===== src/verilog/dmx_params.svh =====
// constants for the data-move execute block
`ifndef DMX_PARAMS_SVH
`define DMX_PARAMS_SVH
`define DMX_OPC_SRC      4'hC
`define DMX_OPC_DST      4'hF
`define DMX_OPC_BANK     8'h01
`define DMX_OPC_ACCLIT   8'h0E
`define DMX_BANK_MASK    8'h0F
`define DMX_ADDR_ACC     12'hFE8
`define DMX_ADDR_PCL     12'hFF9
`define DMX_ADDR_STACK_TOP_LOW_BYTE    12'hFFD
`define DMX_ADDR_STACK_TOP_HIGH_BYTE    12'hFFE
`define DMX_ADDR_STACK_TOP_UPPER_BYTE    12'hFFF
`define DMX_Q1           4'h1
`define DMX_Q2           4'h2
`define DMX_Q3           4'h4
`define DMX_Q4           4'h8
`define DMX_RST_BYTE     8'h00
`define DMX_RST_ADDR     12'h000
`endif


===== src/verilog/dmx_pkg.sv =====
// types for the data-move execute block
package dmx_pkg;
  typedef logic [15:0] dmx_word_t;
  typedef logic [11:0] dmx_addr_t;
  typedef logic [7:0]  dmx_byte_t;
  typedef logic [3:0]  dmx_phase_t;
  typedef enum logic [2:0] {
    DMX_IDLE = 3'b001,
    DMX_DST  = 3'b010,
    DMX_WR   = 3'b100
  } dmx_state_e;
endpackage


===== src/verilog/dmx_phase_gen.sv =====
// four-phase generator of the instruction cycle
`timescale 1ns/1ps
`include "dmx_params.svh"
module dmx_phase_gen (
  // clock and reset
  input  wire logic          clock,
  input  wire logic          sys_rst,
  // phase
  output dmx_pkg::dmx_phase_t phase
);
  import dmx_pkg::*;
  typedef struct packed {
    dmx_phase_t ph;
  } dmx_pg_s;
  dmx_pg_s st_r;
  dmx_pg_s st_nxt;
  always_comb begin
    st_nxt    = st_r;
    st_nxt.ph = {st_r.ph[2:0], st_r.ph[3]};
  end
  always_ff @(posedge clock or posedge sys_rst) begin
    if (sys_rst) begin
      st_r.ph <= `DMX_Q1;
    end else begin
      st_r <= st_nxt;
    end
  end
  assign phase = st_r.ph;
endmodule


===== src/verilog/dmx_exec.sv =====
// decode and execute of the three data-move instructions
`timescale 1ns/1ps
`include "dmx_params.svh"
// Operation
// (RULE1) The copy takes a 12-bit source from a word opcode 1100 and destination from opcode 1111.
// (RULE2) The working accumulator is an ordinary source or destination of the copy.
// (RULE3) Software must not name program counter low or any stack top byte as copy destination.
// (RULE4) The bank load with opcode 0000 0001 writes its literal to the bank register in one cycle.
// (RULE5) The bank load forces the upper four bits of the bank register to zero.
// (RULE6) The accumulator load with opcode 0000 1110 writes its literal to the accumulator.
// (RULE7) The copy takes two cycles, reading at phase two of the first and writing at phase four.
module dmx_exec (
  // clock and reset
  input  wire logic              clock,
  input  wire logic              sys_rst,
  // instruction from fetch
  input  wire dmx_pkg::dmx_word_t instr_word,
  input  wire logic              instr_valid,
  // data memory
  output dmx_pkg::dmx_addr_t     mem_addr,
  output logic                   mem_rd,
  input  wire dmx_pkg::dmx_byte_t mem_rdata,
  output logic                   mem_wr,
  output dmx_pkg::dmx_byte_t     mem_wdata,
  // core state
  output dmx_pkg::dmx_byte_t     bank_selection_register,
  output dmx_pkg::dmx_byte_t     accumulator,
  output dmx_pkg::dmx_phase_t    phase,
  output logic                   busy,
  output logic                   bad_dest
);
  import dmx_pkg::*;
  typedef struct packed {
    dmx_state_e st;
    dmx_addr_t  addr;
    dmx_byte_t  data;
    logic       rd;
    logic       wr;
    dmx_byte_t  bank;
    dmx_byte_t  acc;
    logic       bad;
  } dmx_ex_s;
  dmx_ex_s s_r;
  dmx_ex_s s_nxt;
  dmx_phase_t ph;
  dmx_addr_t  arg;
  dmx_byte_t  lit;
  // ----------------------------------------
  // phase generator
  // ----------------------------------------
  dmx_phase_gen u_phase (
    .clock   (clock),
    .sys_rst (sys_rst),
    .phase   (ph)
  );
  assign arg = instr_word[11:0];
  assign lit = instr_word[7:0];
  // ----------------------------------------
  // decode and execute
  // ----------------------------------------
  always_comb begin
    s_nxt    = s_r;
    s_nxt.rd = 1'b0;
    s_nxt.wr = 1'b0;
    case (s_r.st)
      DMX_IDLE: begin
        if (instr_valid && ph == `DMX_Q1) begin
          if (instr_word[15:12] == `DMX_OPC_SRC) begin
            s_nxt.addr = arg; // [RULE1]
            s_nxt.rd   = 1'b1; // [RULE7]
            s_nxt.st   = DMX_DST;
          end else if (instr_word[15:8] == `DMX_OPC_BANK) begin
            s_nxt.bank = lit & `DMX_BANK_MASK; // [RULE4] [RULE5]
          end else if (instr_word[15:8] == `DMX_OPC_ACCLIT) begin
            s_nxt.acc = lit; // [RULE6]
          end
        end
      end
      DMX_DST: begin
        if (s_r.rd) begin
          s_nxt.data = (s_r.addr == `DMX_ADDR_ACC) ? s_r.acc : mem_rdata; // [RULE2]
        end
        if (instr_valid && ph == `DMX_Q1 && instr_word[15:12] == `DMX_OPC_DST) begin
          s_nxt.addr = arg; // [RULE1]
          s_nxt.bad  = (arg == `DMX_ADDR_PCL) || (arg == `DMX_ADDR_STACK_TOP_LOW_BYTE) ||
                       (arg == `DMX_ADDR_STACK_TOP_HIGH_BYTE) || (arg == `DMX_ADDR_STACK_TOP_UPPER_BYTE); // [RULE3]
          s_nxt.st   = DMX_WR;
        end
      end
      DMX_WR: begin
        if (ph == `DMX_Q3) begin
          if (s_r.addr == `DMX_ADDR_ACC) begin
            s_nxt.acc = s_r.data; // [RULE2]
          end else begin
            s_nxt.wr = ~s_r.bad; // [RULE7]
          end
          s_nxt.st = DMX_IDLE;
        end
      end
      default: begin
        s_nxt.st = DMX_IDLE;
      end
    endcase
  end
  always_ff @(posedge clock or posedge sys_rst) begin
    if (sys_rst) begin
      s_r.st   <= DMX_IDLE;
      s_r.addr <= `DMX_RST_ADDR;
      s_r.data <= `DMX_RST_BYTE;
      s_r.rd   <= 1'b0;
      s_r.wr   <= 1'b0;
      s_r.bank <= `DMX_RST_BYTE;
      s_r.acc  <= `DMX_RST_BYTE;
      s_r.bad  <= 1'b0;
    end else begin
      s_r <= s_nxt;
    end
  end
  assign mem_addr                = s_r.addr;
  assign mem_rd                  = s_r.rd;
  assign mem_wr                  = s_r.wr;
  assign mem_wdata               = s_r.data;
  assign bank_selection_register = s_r.bank;
  assign accumulator             = s_r.acc;
  assign phase                   = ph;
  assign busy                    = s_r.st != DMX_IDLE;
  assign bad_dest                = s_r.bad;
endmodule


===== config.mk =====
export PLATFORM = sky130hd
export DESIGN_NAME = dmx_exec
export DESIGN_NICKNAME = d
export VERILOG_FILES = /design/src/verilog/dmx_pkg.sv /design/src/verilog/dmx_phase_gen.sv /design/src/verilog/dmx_exec.sv
export VERILOG_INCLUDE_DIRS = /design/src /design/src/verilog
export SDC_FILE = /design/constraint.sdc
export NUM_CORES = 1
export LEC_CHECK = 0
export CAP_MARGIN = 0
export CORE_MARGIN = 4
export CORE_UTILIZATION = 35
export DETAILED_ROUTE_END_ITERATION = 12
export DONT_BUFFER_PORTS = 1
export GPL_TIMING_DRIVEN = 0
export PLACE_DENSITY = 0.61
export SYNTH_ARGS = -nofsm -noshare
export SYNTH_HDL_FRONTEND = slang
export SYNTH_HIERARCHICAL = 1
export SYNTH_SLANG_ARGS = --single-unit

===== constraint.sdc =====
create_clock -name clock -period 2.1 [get_ports clock]
set_input_delay 0.42 -clock clock [delete_from_list [all_inputs] [get_ports clock]]
set_output_delay 0.42 -clock clock [all_outputs]
set_load 0.02 [all_outputs]

# Word level (Yosys, flattened, before mapping)
# Index checks and enable logic that the tools add are counted.
# W data, S select, Z words.
dict set report totals {
  out_inout_bits 44
  ff_bits 42
  inputBits 27
}
dict set report classes {
  reduce_logical 13
  bitwise_logic 2
  n_eq_ne 23
  muxes 20
}
# cell count
set ops {}
lappend ops {{$eq A12 B12 Y1 const B} 5}
lappend ops {{$mux W8} 7}
lappend ops {{$mux W15} 3}
lappend ops {{$pmux W12 S2} 1}
lappend ops {{$ne A2 B2 Y1 const B} 8}
lappend ops {{$pmux W8 S2} 1}
lappend ops {{$reduce_and A4 Y1} 3}
lappend ops {{$pmux W3 S3} 1}
lappend ops {{$eq A4 B4 Y1 const B} 2}
lappend ops {{$eq A8 B1 Y1 const B} 1}
lappend ops {{$eq A8 B4 Y1 const B} 1}
lappend ops {{$reduce_and A7 Y1} 1}
lappend ops {{$mux W1} 6}
lappend ops {{$eq A4 B1 Y1 const B} 1}
lappend ops {{$eq A4 B3 Y1 const B} 1}
lappend ops {{$reduce_and A2 Y1} 2}
lappend ops {{$reduce_bool A2 Y1} 2}
lappend ops {{$eq A3 B1 Y1 const B} 1}
lappend ops {{$eq A3 B2 Y1 const B} 1}
lappend ops {{$eq A3 B3 Y1 const B} 1}
lappend ops {{$logic_or A1 B1 Y1} 3}
lappend ops {{$mux W3} 1}
lappend ops {{$ne A3 B1 Y1 const B} 1}
lappend ops {{$logic_and A1 B1 Y1} 2}
lappend ops {{$not A1 Y1} 2}

# Depth between registers and ports, before layout
dict set report depth {
  ltp_word 6
  ltp_mapped 6
}

# Cells and area by module
# The synthesis kept the hierarchy.
# module area_each_um2 n_inst cells_each
set by_module_without_submodules {}
lappend by_module_without_submodules {dmx_exec 2092.0 1 189}
lappend by_module_without_submodules {dmx_phase_gen 105.1 1 5}

# Least setup slack after synthesis
# No wires, ideal clock.
dict set report synth_timing {
  kind {register -> register}
  from {register, netlist name u_phase/phase[0]}
  to {register s_r (netlist bit mem_addr[0])}
  path_stages_with_launch 6
  slack_ns 0.027
  arrival_time_ns 1.948
  n_path_buf 1
  required_time_ns 1.975
  path_cell_list {dfstp_2 -> nor4b_2 -> nand4_1 -> nor3_1 -> buf_4 -> mux2_2}
}
dict set report synth_via {
  elab_chain_len 5
}
# element line
set synth_rtl {}
lappend synth_rtl {{$eq A4 B1 Y1 (no line) *} --}
lappend synth_rtl {{$logic_and A1 B1 Y1 (no line) *} --}
lappend synth_rtl {{$logic_and A1 B1 Y1 (no line)} --}
lappend synth_rtl {{$ne A2 B2 Y1 (no line)} --}
lappend synth_rtl {{$reduce_and A4 Y1 (no line) *} --}
lappend synth_rtl {{end signal, assigned} dmx_exec.sv:116} ;# s_r <= s_nxt;
lappend synth_rtl {{end, declared} dmx_exec.sv:43} ;# dmx_ex_s s_r;
# Every way passes the cells marked *; elsewhere a longest branch is shown, timed or not.
# A chain may end at the register's enable or synchronous reset.

# Worst setup path after layout
dict set report layout_timing {
  from {register, netlist name u_phase/phase[1]}
  to {register s_r (netlist bit accumulator[4])}
}
dict set report layout_via {
  elab_chain_len 4
}
# element
set layout_rtl {}
lappend layout_rtl {{$eq A4 B1 Y1 (no line)}}
lappend layout_rtl {{$logic_and A1 B1 Y1 (no line)}}
lappend layout_rtl {{$ne A2 B2 Y1 (no line)}}
lappend layout_rtl {{$reduce_and A7 Y1 (no line) *}}
# Marks and branches as above.

==> impl_metrics.tcl <==
set metrics [dict create \
    hold_viol 0 \
    crit_slowest_cell "or4b_4" \
    start_util 0.367 \
    core_area_sq_um 5990 \
    post-route-min-period_ns 2.09 \
    muxShareOfSynthArea 0.178 \
    grt_pass1_wl_microns 7900 \
    worst_pin_slew_ns 0.806 \
    synth_top_family_by_area "multiplexers" \
    peakVddDrop_uv 231 \
    areaGrowthSynthToFinish_pct 14.2 \
    ys_types 37 \
    worst_setup_path_end_kind "flip-flop" \
    antenna_cells 0 \
    wl_microns 5030 \
    grt_max_degree 39 \
    drt_pass1_iterations 4 \
    cts_max_level 2 \
    die_h_microns 87.2 \
    drive_above_1_share 0.476 \
    synthXorXnorAreaFrac 0 \
    grt_pass1_vias 1445 \
    gr-usage-all-layers 0.138 \
    slew_violations 0 \
    cp_cell_sequence "or4b_4 > a211o_1 > o22ai_4 > buf_12 > mux2_2" \
    clk_pin_slew_ns 0.09 \
    max_freq_mhz 478 \
    post_drt_via_cell_ratio 4.94 \
    finalCritPeriodShare 0.996 \
    status "finished clean" \
    cts_buffers 5 \
    boundaryPins 71 \
    place_ws_ns -0.308 \
    synth_seq_cells 42 \
    yosysSeqAreaShare 0.479 \
    grt_overflow 0 \
    cpPeakStageDelay_ns 0.57 \
    netlist_area_sq_um 2200 \
    synth_compound_area_frac 0.0478 \
    cts_sinks 42 \
    setup_viol 0 \
    drv_cap 0 \
    whs_ns 0.153 \
    antenna_found_initial 0 \
    crit_arrival_ns 2.27 \
    vias 1419 \
    io_buffers 0 \
    multi_input_area_sq_um 881 \
    synth_edf_count 0 \
    crit_path_start "u_phase/phase[1]" \
    async_flop_share 1.00 \
    required_ns 2.28 \
    row_count 28 \
    cp_num_buf_inv 1 \
    syn_inst 194 \
    wl_per_cell_microns 17.5 \
    powerDensity_nw_per_um2 575 \
    min_path_type "primary input to async pin" \
    setup_ws_ns 0.00889 \
    critPathMaxFanout 8 \
    final-seq-area_sq_um 1060 \
    yosys.area_share.simple 0.151 \
    critical-path-top-delay-family "simple AND/OR/NAND/NOR gates" \
    insertion_delay_ns 0.30 \
    syn_avg_cell_area_sq_um 11.3 \
    ctsLongestPathBuffers 2 \
    rsz0062_at_grt "yes" \
    crit_path_start_kind "flip-flop" \
    p_leak_uw 0.00114 \
    tritoncts "built" \
    postRouteAntennaNets 0 \
    synth-adder-area-share 0 \
    reg2reg_from "u_phase/phase[1]" \
    gp_congestion 0.739 \
    relSlewSlack 0.462 \
    drc 0 \
    crit_type "flip-flop to flip-flop" \
    cts_root_buf "clkbuf_8" \
    dieArea_sq_um 7610 \
    fill_cells 575 \
    ys.flop_type "dfrtp_1" \
    die_x_microns 87.2 \
    yosysWarnings 6 \
    clock_skew_ns 0.0127 \
    first_iter_violations 38 \
    place_hpwl_microns 3710 \
    nNetsFinal 238 \
]
[synthesized netlist by cell type (2+ instances only)]
cell type,n,area (sq um)
nand4_1,3,18.8
nor2_1,9,33.8
mux2i_1,2,20.0
inv_1,2,7.51
clkbuf_1,3,11.3
nor4bb_1,2,20.0
dfrtp_1,40,1000
buf_4,37,278
nor3b_1,2,15.0
a21oi_1,2,10.0
a31oi_1,9,56.3
nand2_1,19,71.3
dfstp_2,2,52.6
buf_2,3,15.0
mux2_2,32,360
nor4b_2,2,30.0
nand3_1,3,15.0
nor3_1,3,15.0
[report_power, final]
part | internal (uW) | total [uW] | switching (uW)
clock network | 266 | 540 | 274
registers | 816 | 823 | 6.69
logic | 34.9 | 80.1 | 45.3
[state kept, by name, indices dropped and copies added (netlist names)]
signal                   flops
mem_rd                       1
bank_selection_register      4
u_phase/phase                4
mem_wr                       1
accumulator                  8
bad_dest                     1
mem_wdata                    8
mem_addr                    12
s_r                          3
[what timing repair did]
action / 4_1_cts / 5_1_grt
hold endpoints to repair: 3 / 0
hold buffers: 1 / 0
setup endpoints to repair: 20 / 25
buffers inserted: 3 / 3
resized for setup: 5 / 8
gates cloned: 0 / 0
pin swaps: 3 / 2
[metrics by stage]
stage	power (uW)	TNS, ns	util	instances	cell area (sq um)
floorplan	906	0	-	197	2210
global placement	917	-4.09	0.384	272	2300
detailed placement	917	-4.36	0.384	272	2300
CTS	1460	0	0.411	284	2460
global route	1500	-0.160	0.419	287	2510
finish	1440	0	0.419	287	2510
[path summary, 6_finish.rpt]
check	endpoint	slack [ns]	depth (start not counted)
max in group asynchronous	u_phase/phase[0]	1.42	2
hold reg to reg	u_phase/phase[1]	0.47	0
setup / recovery	accumulator[4]	0.009	5
hold / removal	mem_wdata[2]	0.15	1
min in group clock	mem_wdata[2]	0.26	2
setup reg to reg	accumulator[4]	0.009	5
[kinds of logic (layout without fill, tap and decap cells)]
family,after synthesis,count (layout)
other,1,4
DFF,42,42
buffers and inverters,45,60
AOI/OAI and AO/OA,14,14
muxes,35,35
and+or+nand+nor,57,57
[cell type report]
class                   count  area share
inverters                   2     0.00299
repair buffers              7      0.0269
flip-flops and latches     42       0.421
clock inverters             1     0.00199
well taps                  75      0.0374
plain buffers              43       0.124
multi-input cells         110       0.351
clock buffers               7      0.0344
[cells in the final DEF (no fill, tap or decap), types with 3 or more instances in the layout]
master,instances
nor2_1,9
nand4_1,3
buf_4,41
clkbuf_1,3
mux2_2,31
clkbuf_8,6
nand2_1,19
dfrtp_1,37
a31oi_1,9
conb_1,4
dfrtp_2,3
[layer usage]
metal / global-route usage / wire length, microns / vias to the layer above / share of wire
met5: 0 / 0 / - / 0
met4: 0.0335 / 56 / 0 / 0.011
met3: 0.0397 / 372 / 6 / 0.074
met2: 0.224 / 2370 / 47 / 0.47
met1: 0.180 / 2230 / 688 / 0.44
li1: - / - / 678 / -
(Power assumes the default switching activity.)
